## src/hw/psam_defs.svh

```systemverilog
// Register offsets, field positions, reset values and key values of the program space mapper
`ifndef PSAM_DEFS_SVH
`define PSAM_DEFS_SVH

`define PSAM_OFS_TBL_PAGE   12'h000
`define PSAM_OFS_VIS_PAGE   12'h004
`define PSAM_OFS_KEY        12'h008
`define PSAM_OFS_CTL        12'h00C
`define PSAM_OFS_STAT       12'h010

`define PSAM_RST_TBL_PAGE   8'h00
`define PSAM_RST_VIS_PAGE   8'h00

`define PSAM_KEY_FIRST      8'h55
`define PSAM_KEY_SECOND     8'hAA

`define PSAM_CTL_START_BIT  0
`define PSAM_CTL_ARMED_BIT  1
`define PSAM_STAT_PSVW_BIT  0
`define PSAM_STAT_STRF_BIT  1

`define PSAM_PAGE_CFG_BIT   7
`define PSAM_EA_WIN_BIT     15
`define PSAM_FILE_AW        13

`endif

```

## src/hw/psam_pkg.sv

```systemverilog
// Types shared by the program space mapper
package psam_pkg;

    typedef enum logic [2:0] {
        PSAM_OP_DATA  = 3'h0,
        PSAM_OP_FILE  = 3'h1,
        PSAM_OP_TRD_L = 3'h2,
        PSAM_OP_TRD_H = 3'h3,
        PSAM_OP_TWR_L = 3'h4,
        PSAM_OP_TWR_H = 3'h5
    } psam_op_type;

    typedef enum logic [2:0] {
        PSAM_KEY_IDLE  = 3'b001,
        PSAM_KEY_GOT1  = 3'b010,
        PSAM_KEY_ARMED = 3'b100
    } psam_key_type;

    typedef struct packed {
        logic        valid;
        psam_op_type op;
        logic        write;
        logic        byte_mode;
        logic [15:0] ea;
        logic [15:0] wdata;
    } psam_req_type;

    typedef struct packed {
        logic        rd_en;
        logic        cfg_sel;
        logic [23:0] addr;
    } psam_prog_type;

    typedef struct packed {
        logic [2:0]  be;
        logic [23:0] addr;
        logic [23:0] data;
    } psam_latch_type;

    typedef struct packed {
        logic        en;
        logic        write;
        logic [15:0] addr;
        logic [15:0] wdata;
    } psam_dmem_type;

endpackage

```

## src/hw/psam_top.sv

```systemverilog
// Program space mapper: address building, table latch writes, unlock sequence, APB registers
//
// Added by the designer: the register addresses and the APB slave port.
`timescale 1ns/1ps
`default_nettype none
`include "psam_defs.svh"

module psam_top
    import psam_pkg::*;
#(
    parameter int PC_W = 23                 // Program counter width
) (
    input  wire logic           core_clk,      // Instruction clock
    input  wire logic           rst_b,         // Synchronous reset, active low
    input  wire logic           psel,          // APB select
    input  wire logic           penable,       // APB access phase
    input  wire logic           pwrite,        // APB direction
    input  wire logic [11:0]    paddr,         // APB byte address
    input  wire logic [31:0]    pwdata,        // APB write data
    output logic                pready,        // APB ready
    output logic [31:0]         prdata,        // APB read data
    output logic                pslverr,       // APB error
    input  wire logic           fetch_valid,   // Fetch request
    input  wire logic [PC_W-1:0] fetch_pc,     // Program counter
    output logic [23:0]         fetch_addr,    // Fetch program address
    output logic                fetch_rd_en,   // Fetch strobe
    input  wire psam_req_type   core_req,      // Data-space request
    output psam_prog_type       prog_out,      // Program read port
    input  wire logic [23:0]    prog_rdata,    // Program word read back
    output psam_latch_type      latch_out,     // Program latch write
    output psam_dmem_type       dmem_out,      // Ordinary data memory access
    output logic                rsp_valid,     // Program read answer valid
    output logic [15:0]         rsp_data,      // Program read answer
    output logic                flash_start,   // Start pulse to flash array
    input  wire logic           flash_done     // Flash operation finished
);

    // Page registers, unlock state and fault flags
    logic [7:0]   tbl_page_r;
    logic [7:0]   vis_page_r;
    psam_key_type key_r;
    logic         busy_r;
    logic         psvw_err_r;
    logic         strf_err_r;

    // APB answer flops
    logic         pready_r;
    logic [31:0]  prdata_r;
    logic         pslverr_r;

    // Flopped outputs toward fetch, program array, latches and data memory
    logic [23:0]  fetch_addr_r;
    logic         fetch_rd_r;
    psam_prog_type  prog_r;
    psam_latch_type latch_r;
    psam_dmem_type  dmem_r;
    logic         rsp_valid_r;
    logic [15:0]  rsp_data_r;
    logic         start_r;

    // Pending read bookkeeping for the answer stage
    psam_op_type  pend_op_r;
    logic         pend_rd_r;
    logic         pend_byte_r;
    logic         pend_odd_r;

    // Decoded strobes of the current cycle
    logic         apb_done;
    logic         apb_wr;
    logic         mapped;
    logic         wr_key;
    logic         wr_start;
    logic         stat_clr_psvw;
    logic         stat_clr_strf;
    logic         psvw_evt;
    logic         strf_evt;
    logic         win_hit;

    // APB decode; a transfer completes at the edge where pready_r is high
    assign apb_done = psel & penable & pready_r;
    assign apb_wr   = apb_done & pwrite;
    assign mapped   = (paddr == `PSAM_OFS_TBL_PAGE) || (paddr == `PSAM_OFS_VIS_PAGE) ||
                      (paddr == `PSAM_OFS_KEY) || (paddr == `PSAM_OFS_CTL) ||
                      (paddr == `PSAM_OFS_STAT);
    assign wr_key   = apb_wr & (paddr == `PSAM_OFS_KEY);
    assign wr_start = apb_wr & (paddr == `PSAM_OFS_CTL) & pwdata[`PSAM_CTL_START_BIT];
    assign stat_clr_psvw = apb_wr & (paddr == `PSAM_OFS_STAT) & pwdata[`PSAM_STAT_PSVW_BIT];
    assign stat_clr_strf = apb_wr & (paddr == `PSAM_OFS_STAT) & pwdata[`PSAM_STAT_STRF_BIT];

    // Window decode of a data request
    assign win_hit  = core_req.valid & (core_req.op == PSAM_OP_DATA) &
                      core_req.ea[`PSAM_EA_WIN_BIT];
    assign psvw_evt = win_hit & core_req.write;
    assign strf_evt = wr_start & (key_r != PSAM_KEY_ARMED);

    // APB handshake: one wait cycle so read data comes from a flop
    always_ff @(posedge core_clk) begin
        if (!rst_b) begin
            pready_r  <= 1'b0;
            prdata_r  <= 32'h00000000;
            pslverr_r <= 1'b0;
        end else if (psel & penable & !pready_r) begin
            pready_r  <= 1'b1;
            // Unmapped offsets answer with an error and read zero
            pslverr_r <= !mapped;
            case (paddr)
                `PSAM_OFS_TBL_PAGE: prdata_r <= {24'h000000, tbl_page_r};
                `PSAM_OFS_VIS_PAGE: prdata_r <= {24'h000000, vis_page_r};
                `PSAM_OFS_CTL:      prdata_r <= {30'h00000000, (key_r == PSAM_KEY_ARMED), busy_r};
                `PSAM_OFS_STAT:     prdata_r <= {30'h00000000, strf_err_r, psvw_err_r};
                default:            prdata_r <= 32'h00000000;
            endcase
        end else begin
            pready_r  <= 1'b0;
            pslverr_r <= 1'b0;
            prdata_r  <= 32'h00000000;
        end
    end

    // Page registers
    always_ff @(posedge core_clk) begin
        if (!rst_b) begin
            tbl_page_r <= `PSAM_RST_TBL_PAGE;
            vis_page_r <= `PSAM_RST_VIS_PAGE;
        end else begin
            if (apb_wr && paddr == `PSAM_OFS_TBL_PAGE) begin
                tbl_page_r <= pwdata[7:0];
            end
            if (apb_wr && paddr == `PSAM_OFS_VIS_PAGE) begin
                vis_page_r <= pwdata[7:0];
            end
        end
    end

    // Unlock sequence; interrupt blocking around it is left to software
    always_ff @(posedge core_clk) begin
        if (!rst_b) begin
            key_r <= PSAM_KEY_IDLE;
        end else if (wr_key) begin
            // A wrong key drops back to idle, so the pair must come in order
            case (key_r)
                PSAM_KEY_IDLE:  key_r <= (pwdata[7:0] == `PSAM_KEY_FIRST) ?
                                         PSAM_KEY_GOT1 : PSAM_KEY_IDLE;
                PSAM_KEY_GOT1:  key_r <= (pwdata[7:0] == `PSAM_KEY_SECOND) ?
                                         PSAM_KEY_ARMED : PSAM_KEY_IDLE;
                default:        key_r <= PSAM_KEY_IDLE;
            endcase
        end else if (wr_start) begin
            key_r <= PSAM_KEY_IDLE;
        end
    end

    // Start pulse and busy flag; start only honoured when armed
    always_ff @(posedge core_clk) begin
        if (!rst_b) begin
            start_r <= 1'b0;
            busy_r  <= 1'b0;
        end else begin
            start_r <= wr_start & (key_r == PSAM_KEY_ARMED) & !busy_r;
            if (wr_start & (key_r == PSAM_KEY_ARMED)) begin
                busy_r <= 1'b1;
            end else if (flash_done) begin
                busy_r <= 1'b0;
            end
        end
    end

    // Sticky fault flags; a new event wins over a clear in the same cycle
    always_ff @(posedge core_clk) begin
        if (!rst_b) begin
            psvw_err_r <= 1'b0;
            strf_err_r <= 1'b0;
        end else begin
            // Software clears a flag by writing a one to it
            psvw_err_r <= psvw_evt | (psvw_err_r & !stat_clr_psvw);
            strf_err_r <= strf_evt | (strf_err_r & !stat_clr_strf);
        end
    end

    // Instruction fetch address
    always_ff @(posedge core_clk) begin
        if (!rst_b) begin
            fetch_addr_r <= 24'h000000;
            fetch_rd_r   <= 1'b0;
        end else begin
            fetch_rd_r   <= fetch_valid;
            fetch_addr_r <= {1'b0, fetch_pc[22:1], 1'b0};
        end
    end

    // Program read port: table reads and window reads
    always_ff @(posedge core_clk) begin
        if (!rst_b) begin
            prog_r <= '0;
        end else begin
            prog_r.rd_en <= 1'b0;
            if (core_req.valid &&
                (core_req.op == PSAM_OP_TRD_L || core_req.op == PSAM_OP_TRD_H)) begin
                prog_r.rd_en   <= 1'b1;
                prog_r.addr    <= {tbl_page_r, core_req.ea};
                prog_r.cfg_sel <= tbl_page_r[`PSAM_PAGE_CFG_BIT];
            end else if (win_hit && !core_req.write) begin
                prog_r.rd_en   <= 1'b1;
                // Bit 15 of the address comes from page bit 0, not from the EA
                prog_r.addr    <= {1'b0, vis_page_r, core_req.ea[14:0]};
                prog_r.cfg_sel <= 1'b0;
            end
        end
    end

    // Program latch writes, byte lanes {upper, middle, low}
    always_ff @(posedge core_clk) begin
        if (!rst_b) begin
            latch_r <= '0;
        end else begin
            latch_r.be <= 3'h0;
            // Low word write fills two lanes; a byte write picks one lane by ea[0]
            if (core_req.valid && core_req.op == PSAM_OP_TWR_L) begin
                latch_r.addr <= {tbl_page_r, core_req.ea};
                if (core_req.byte_mode) begin
                    latch_r.be   <= core_req.ea[0] ? 3'h2 : 3'h1;
                    latch_r.data <= {8'h00, core_req.wdata[7:0], core_req.wdata[7:0]};
                end else begin
                    latch_r.be   <= 3'h3;
                    latch_r.data <= {8'h00, core_req.wdata};
                end
            end else if (core_req.valid && core_req.op == PSAM_OP_TWR_H) begin
                latch_r.addr <= {tbl_page_r, core_req.ea};
                // Odd byte of the high word is the phantom byte and is dropped
                latch_r.be   <= (core_req.byte_mode & core_req.ea[0]) ? 3'h0 : 3'h4;
                latch_r.data <= {core_req.wdata[7:0], 16'h0000};
            end
        end
    end

    // Ordinary data memory routing: direct file field and low-half EAs
    always_ff @(posedge core_clk) begin
        if (!rst_b) begin
            dmem_r <= '0;
        end else begin
            dmem_r.en <= 1'b0;
            // File accesses keep only the near field; higher address bits are dropped
            if (core_req.valid && core_req.op == PSAM_OP_FILE) begin
                dmem_r.en    <= 1'b1;
                dmem_r.write <= core_req.write;
                dmem_r.addr  <= {3'h0, core_req.ea[`PSAM_FILE_AW-1:0]};
                dmem_r.wdata <= core_req.wdata;
            end else if (core_req.valid && core_req.op == PSAM_OP_DATA &&
                         !core_req.ea[`PSAM_EA_WIN_BIT]) begin
                dmem_r.en    <= 1'b1;
                dmem_r.write <= core_req.write;
                dmem_r.addr  <= core_req.ea;
                dmem_r.wdata <= core_req.wdata;
            end
        end
    end

    // Remember what the pending program read was for the answer stage
    always_ff @(posedge core_clk) begin
        if (!rst_b) begin
            pend_op_r   <= PSAM_OP_DATA;
            pend_rd_r   <= 1'b0;
            pend_byte_r <= 1'b0;
            pend_odd_r  <= 1'b0;
        end else begin
            pend_rd_r   <= (core_req.valid &&
                            (core_req.op == PSAM_OP_TRD_L || core_req.op == PSAM_OP_TRD_H)) ||
                           (win_hit && !core_req.write);
            pend_op_r   <= core_req.op;
            pend_byte_r <= core_req.byte_mode;
            pend_odd_r  <= core_req.ea[0];
        end
    end

    // Answer stage: select word or byte from the returned program word
    always_ff @(posedge core_clk) begin
        if (!rst_b) begin
            rsp_valid_r <= 1'b0;
            rsp_data_r  <= 16'h0000;
        end else begin
            rsp_valid_r <= pend_rd_r;
            // The upper byte is reachable through table reads only
            case (pend_op_r)
                PSAM_OP_TRD_H: rsp_data_r <= (pend_byte_r & pend_odd_r) ? 16'h0000 :
                                             {8'h00, prog_rdata[23:16]};
                PSAM_OP_TRD_L: rsp_data_r <= !pend_byte_r ? prog_rdata[15:0] :
                                             pend_odd_r ? {8'h00, prog_rdata[15:8]} :
                                             {8'h00, prog_rdata[7:0]};
                default:       rsp_data_r <= prog_rdata[15:0];
            endcase
        end
    end

    // Every output is a flop copy; no logic after the registers
    assign pready      = pready_r;
    assign prdata      = prdata_r;
    assign pslverr     = pslverr_r;
    assign fetch_addr  = fetch_addr_r;
    assign fetch_rd_en = fetch_rd_r;
    assign prog_out    = prog_r;
    assign latch_out   = latch_r;
    assign dmem_out    = dmem_r;
    assign rsp_valid   = rsp_valid_r;
    assign rsp_data    = rsp_data_r;
    assign flash_start = start_r;

endmodule // psam_top

`default_nettype wire

```

## config.mk

```make
export PLATFORM = sky130hd
export DESIGN_NAME = psam_top
export DESIGN_NICKNAME = d
export VERILOG_FILES = /design/src/hw/psam_pkg.sv /design/src/hw/psam_top.sv
export VERILOG_INCLUDE_DIRS = /design/src /design/src/hw
export SDC_FILE = /design/constraint.sdc
export NUM_CORES = 1
export LEC_CHECK = 0
export ABC_AREA = 0
export BUFFER_PORTS_ARGS = -buffer_cell sky130_fd_sc_hd__buf_4
export CAP_MARGIN = 20
export CORE_UTILIZATION = 46
export CTS_BUF_LIST = sky130_fd_sc_hd__clkbuf_8
export CTS_CLUSTER_DIAMETER = 150
export CTS_CLUSTER_SIZE = 40
export DETAILED_ROUTE_END_ITERATION = 10
export HOLD_SLACK_MARGIN = 0.02
export PLACE_DENSITY_LB_ADDON = 0.12
export SLEW_MARGIN = 20
export SYNTH_ARGS = -nofsm -noshare
export SYNTH_HDL_FRONTEND = slang
export SYNTH_SLANG_ARGS = --single-unit
```

## constraint.sdc

```tcl
create_clock -name core_clk -period 4.5 [get_ports core_clk]
set_input_delay 0.675 -clock core_clk [delete_from_list [all_inputs] [get_ports core_clk]]
set_output_delay 0.675 -clock core_clk [all_outputs]
set_load 0.05 [all_outputs]
```

### Yosys cells after proc, flatten, opt, wreduce, memory -nomap -nowiden

Cells that the tools add are included.

| storage, ports and cells | value |
|---|---|
| register bits after elaboration | 216 |
| bits of input ports | 136 |
| output and inout bits | 188 |
| logic and storage cells | 124 |

| cells by class | value |
|---|---|
| eq/ne operators | 17 |
| muxes and demuxes | 23 |
| bitwise logic cells | 23 |
| reduce and logical (&&, ||, !) cells | 31 |

Operator list:

| operator | number |
|---|---|
| 51-bit 2-to-1 mux | 2 |
| 34-bit 2-to-1 mux | 2 |
| 26-bit 2-to-1 mux | 2 |
| 16-bit 2-to-1 mux | 2 |
| 16-bit case mux with 2 select lines | 1 |
| 8-bit case mux with 4 select lines | 1 |
| 12-bit by 4-bit == test with 1-bit output (second input constant) | 2 |
| 1-bit bitwise AND | 20 |
| 8-bit 2-to-1 mux | 2 |
| 3-bit by 2-bit == test with 1-bit output (second input constant) | 5 |
| 12-bit by 3-bit == test with 1-bit output (second input constant) | 1 |
| 12-bit by 5-bit == test with 1-bit output (second input constant) | 1 |
| 12-bit logical NOT | 1 |
| 3-bit 2-to-1 mux | 4 |
| 2-bit nonzero test | 5 |
| 3-bit == test (second input constant) | 3 |
| 1-bit logical AND | 9 |
| 8-bit by 7-bit == test with 1-bit output (second input constant) | 1 |
| 8-bit == test (second input constant) | 1 |
| 1-bit logical NOT | 7 |
| 3-bit by 1-bit == test with 1-bit output (second input constant) | 2 |
| 1-bit logical OR | 6 |
| 2-bit 2-to-1 mux | 3 |
| 3-bit case mux with 2 select lines | 1 |
| 7 further kinds | 10 |

### Logic depth before layout (Yosys ltp)

| logic depth | value |
|---|---|
| word-level depth | 8 |
| mapped depth | 6 |
| mapped depth without buffers | 4 |

### Worst setup path after synthesis

No wires, ideal clock.

| timing | value |
|---|---|
| kind | in2reg |
| start | input port paddr[1] |
| end | register vis_page_r[0] |
| setup time | 119 ps |
| arrival time | 1,911 ps |
| data required time | 4,381 ps |
| slack | 2,470 ps |
| stages | 5 |
| buffers on the path | 1 |
| cells stage by stage | nor4_4 > nand4b_4 > or4b_4 > buf_6 > mux2i_1 |

| between the ends | value |
|---|---|
| cells in the longest elaborated chain, start to end | 2 |

RTL lines:

| what | RTL line | source |
|---|---|---|
| start, declared | psam_top.sv:18 | `input wire logic [11:0] paddr,` |
| 12-bit by 3-bit == test with 1-bit output | n/a |  |
| 1-bit logical AND (no source line) | n/a |  |
| end signal, assigned | psam_top.sv:124 | `` vis_page_r <= `PSAM_RST_VIS_PAGE; `` |
| end signal, assigned | psam_top.sv:130 | `vis_page_r <= pwdata[7:0];` |
| end, declared | psam_top.sv:40 | `logic [7:0] vis_page_r;` |

No other way between the ends.
A chain may end at the register's enable or synchronous reset.

### Final worst setup path

| timing | value |
|---|---|
| start | input port core_req[37] (netlist name) |
| end | register prog_r (netlist bit prog_out[5]) |

| between the ends | value |
|---|---|
| cells in the longest elaborated chain, start to end | 4 |
| elaborated cells between the ends (all ways) | 6 |
| those cells by class | 1 x mux; 2 x bitwise; 3 x reduce/logical |

RTL lines:

| what | RTL line | source |
|---|---|---|
| start, declared | psam_top.sv:27 | `input wire psam_req_type core_req,` |
| 1-bit bitwise AND (2 in a row) | psam_top.sv:91 | `assign win_hit = core_req.valid & (core_req.op == PSAM_OP_DATA) &` |
| 1-bit logical AND | psam_top.sv:202 | `end else if (win_hit && !core_req.write) begin` |
| 2-bit nonzero test (no source line) | n/a |  |
| end, declared | psam_top.sv:54 | `psam_prog_type prog_r;` |

Several ways; a longest one is shown, not always the timed one.

==> out/summary.txt <==
Commonest cells after routing, fill and taps aside -> buf_4 (277), dfxtp_1 (188), nand2_1 (153)
Vias in the first global route -> 5596
Commonest non-fill, non-tap cell in the layout -> buf_4
Port Buffers -> 272
First-pass GRT wire length -> 28960 um
RSZ-0062 raised after global routing -> false
Crit path launch type -> input port
Clock root buffer master -> clkbuf_8
Sequential area share after synthesis -> 52.27%
# H-tree levels -> 4
Crit path capture type -> register
Clock Path Buffers -> 2
Async SR Flop Fraction -> 0%
Fmax -> 431.1 MHz
Synthesized cell area -> 7201 um^2
All-Layer GR Usage -> 22.94%
Peak supply drop -> 0.0002390 V
Largest net degree at the start of global routing -> 97
Leakage -> 4.350 nW
Synth unique cells -> 52
Number of fill cells -> 1364
DR DRC count -> 0
Via density -> 4.851
Sink Count -> 188
Initial antenna violation count -> 0
Synth Instances -> 755
Wirelength per Cell -> 15.13 um
CORE AREA -> 15260 um^2
ANT nets after route -> 0
CP max FO -> 19
Yosys reg bits -> 188
Worst Path Required -> 4850 ps
Worst path bufs/invs -> 1
Final nets -> 1136
Die area -> 16160 um^2
Post-Syn Area per Cell -> 9.537 um^2
Reg area -> 3764 um^2
Grt total ovfl -> 0
Max_cap viols -> 0
Area growth syn-to-layout -> 33.90%
Num rows -> 45
Min Tclk post-route -> 2320 ps
Multi-input gate area -> 3100 um^2
Pwr Density -> 353.6 nW/um^2
Reg-to-reg startpoint -> pready$_SDFF_PN0_
CTS Hold Bufs -> 0
Critical path's slowest cell -> o41a_1
Cts repair resizes -> 0
Die Y -> 127.1 um
Setup Skew -> 10.40 ps
Share of cells above drive strength 1 -> 31.03%
# placed instances -> 1192
Final setup viols -> 0
Post-CTS Setup Bufs -> 0
Antenna cell count -> 0
Synth warnings -> 0
Slew Viols, Final -> 0
Non-filler cells, final -> 1223
Cts bufs inserted -> 17
Vias -> 5933
Cells along the critical path -> buf_4 -> nand3b_1 -> o41a_1 -> mux2i_1 -> nor2b_1
Ports -> 324
CP delay by family, top -> compound AO/OA/AOI/OAI gates
Pre-CTS setup slack -> 1643 ps
Critical path data arrival time -> 2670 ps
Pre-Repair DR Iteration Count -> 5
Die width -> 127.1 um
Worst-Margin Slew -> 1091 ps
Worst reg2reg endpoint -> vis_page_r[5]$_SDFFE_PN0P_
Crit path largest cell delay -> 1000 ps
CTS tree -> yes
Final Hold Vio Count -> 0
Power Total -> 3.409 mW
Starting Density -> 47.19%
Top_reg_cell synth -> dfxtp_1
Hold path cells -> 2
Hold/Removal Path Class -> in -> reg
Final TNS setup -> 0 ps
Critical path class -> in -> reg
CTS clk-pin slew, worst paths -> 90 ps
Relative slew slack -> 27.27%
Min-Delay Endpoint -> fetch_addr[20]$_SDFF_PN0_
Number of synthesized flops with an enable pin -> 0
DRT iter0 DRCs -> 294
Clock Latency Late Sink -> 460 ps
Worst reg-to-reg path cell count -> 4
Post-route setup slack -> 2180 ps
HPWL Detailed -> 13040 um
R2R setup slack -> 2910 ps
Status -> complete, no violations
WL final -> 18500 um
Final worst-path cycle share -> 51.55%
GP Congestion -> 0.8022
Min-Delay Startpoint -> fetch_pc[20]
-- cell type report --
class,instances,share of cell area (%)
Clock buffer,20,2.855
Multi-Input combinational cell,508,32.16
Tap cell,211,2.738
Inverter,8,0.3114
Timing Repair Buffer,277,21.57
Clock inverter,11,1.337
Sequential cell,188,39.03
-- flip-flops by register name, indices dropped and copies added (netlist names), 3 cells and up --
name	flops
latch_out	51
vis_page_r	8
tbl_page_r	8
dmem_out	34
pend_op_r	3
prdata	8
rsp_data	16
prog_out	25
key_r	3
fetch_addr	22
-- kinds of logic (layout without fill, tap and decap cells) --
kind of cell | count (synthesis) | in the layout | synth area share (%)
other | 1 | 26 | 0.05208
AO/OA/AOI/OAI | 141 | 141 | 13.94
multiplexers | 56 | 56 | 7.802
AND/OR/NAND/NOR | 285 | 285 | 19.88
flip-flops | 188 | 188 | 52.27
buffers and inverters | 84 | 316 | 6.064
-- worst max path at each step --
stage,end,cells after the start,slack (ps),from
after detailed placement,prog_out[7]$_SDFFE_PN0P_,5,1640,core_req[37]
after floorplan,vis_page_r[0]$_SDFFE_PN0P_,5,2470,paddr[1]
final,prog_out[5]$_SDFFE_PN0P_,5,2180,core_req[37]
after global routing,prog_out[11]$_SDFFE_PN0P_,5,2010,core_req[37]
after global placement,prog_out[6]$_SDFFE_PN0P_,5,1690,core_req[37]
after CTS,prog_out[2]$_SDFFE_PN0P_,5,2150,core_req[37]
-- per-layer routing --
metal / share of wire [%] / global-route usage [%] / vias to the layer above
met1: 43 / 28.20 / 2735
met2: 48 / 37.75 / 209
met3: 7.6 / 7.580 / 19
li1: - / - / 2970
met5: 0 / 0 / -
met4: 1.7 / 7.843 / 0
-- power by group --
part	leakage [nW]	internal, mW	switching [mW]
clock	0.217	0.580	0.555
sequential	1.53	1.71	0.0224
combinational	2.60	0.185	0.355
total	4.35	2.48	0.932
-- worst reg2reg max path, stage by stage (launching register included) --
cell,delay (ps)
dfxtp_1,350
and4_1,270
inv_1,70
or4b_4,630
mux2i_1,160
-- Yosys cell counts, types with 2 or more instances --
library cell / count / share of area (%)
a21boi_0: 63 / 6.6
a21oi_1: 11 / 0.76
a22o_1: 16 / 1.9
a22oi_1: 11 / 1.1
and2_1: 40 / 3.5
and3_1: 2 / 0.17
and4b_1: 2 / 0.28
buf_1: 2 / 0.10
buf_4: 28 / 2.9
buf_6: 2 / 0.31
clkbuf_1: 43 / 2.2
dfxtp_1: 188 / 52
inv_1: 8 / 0.42
mux2i_1: 55 / 7.6
nand2_1: 153 / 8.0
nand2b_1: 2 / 0.17
nand3_1: 12 / 0.83
nand3b_1: 5 / 0.52
nand4b_1: 3 / 0.36
nor2_1: 20 / 1.0
nor2b_1: 21 / 1.8
nor3_1: 2 / 0.14
nor3b_1: 3 / 0.31
nor4bb_1: 4 / 0.56
o21a_1: 9 / 0.94
o21ai_0: 18 / 1.3
o21ai_1: 2 / 0.14
o22ai_1: 3 / 0.26
or2_2: 3 / 0.26
or4b_1: 2 / 0.28
-- metrics by stage --
step	utilization [%]	instance area (um^2)	hold WS [ps]
2_1_floorplan	-	7295	415.7
3_3_place_gp	60.54	9238	438.3
3_5_place_dp	60.54	9238	443.1
4_1_cts	63.19	9642	382.7
5_1_grt	63.19	9642	387.5
6_report	63.19	9642	415.0
Note: power is estimated with default switching activity, not from simulation.
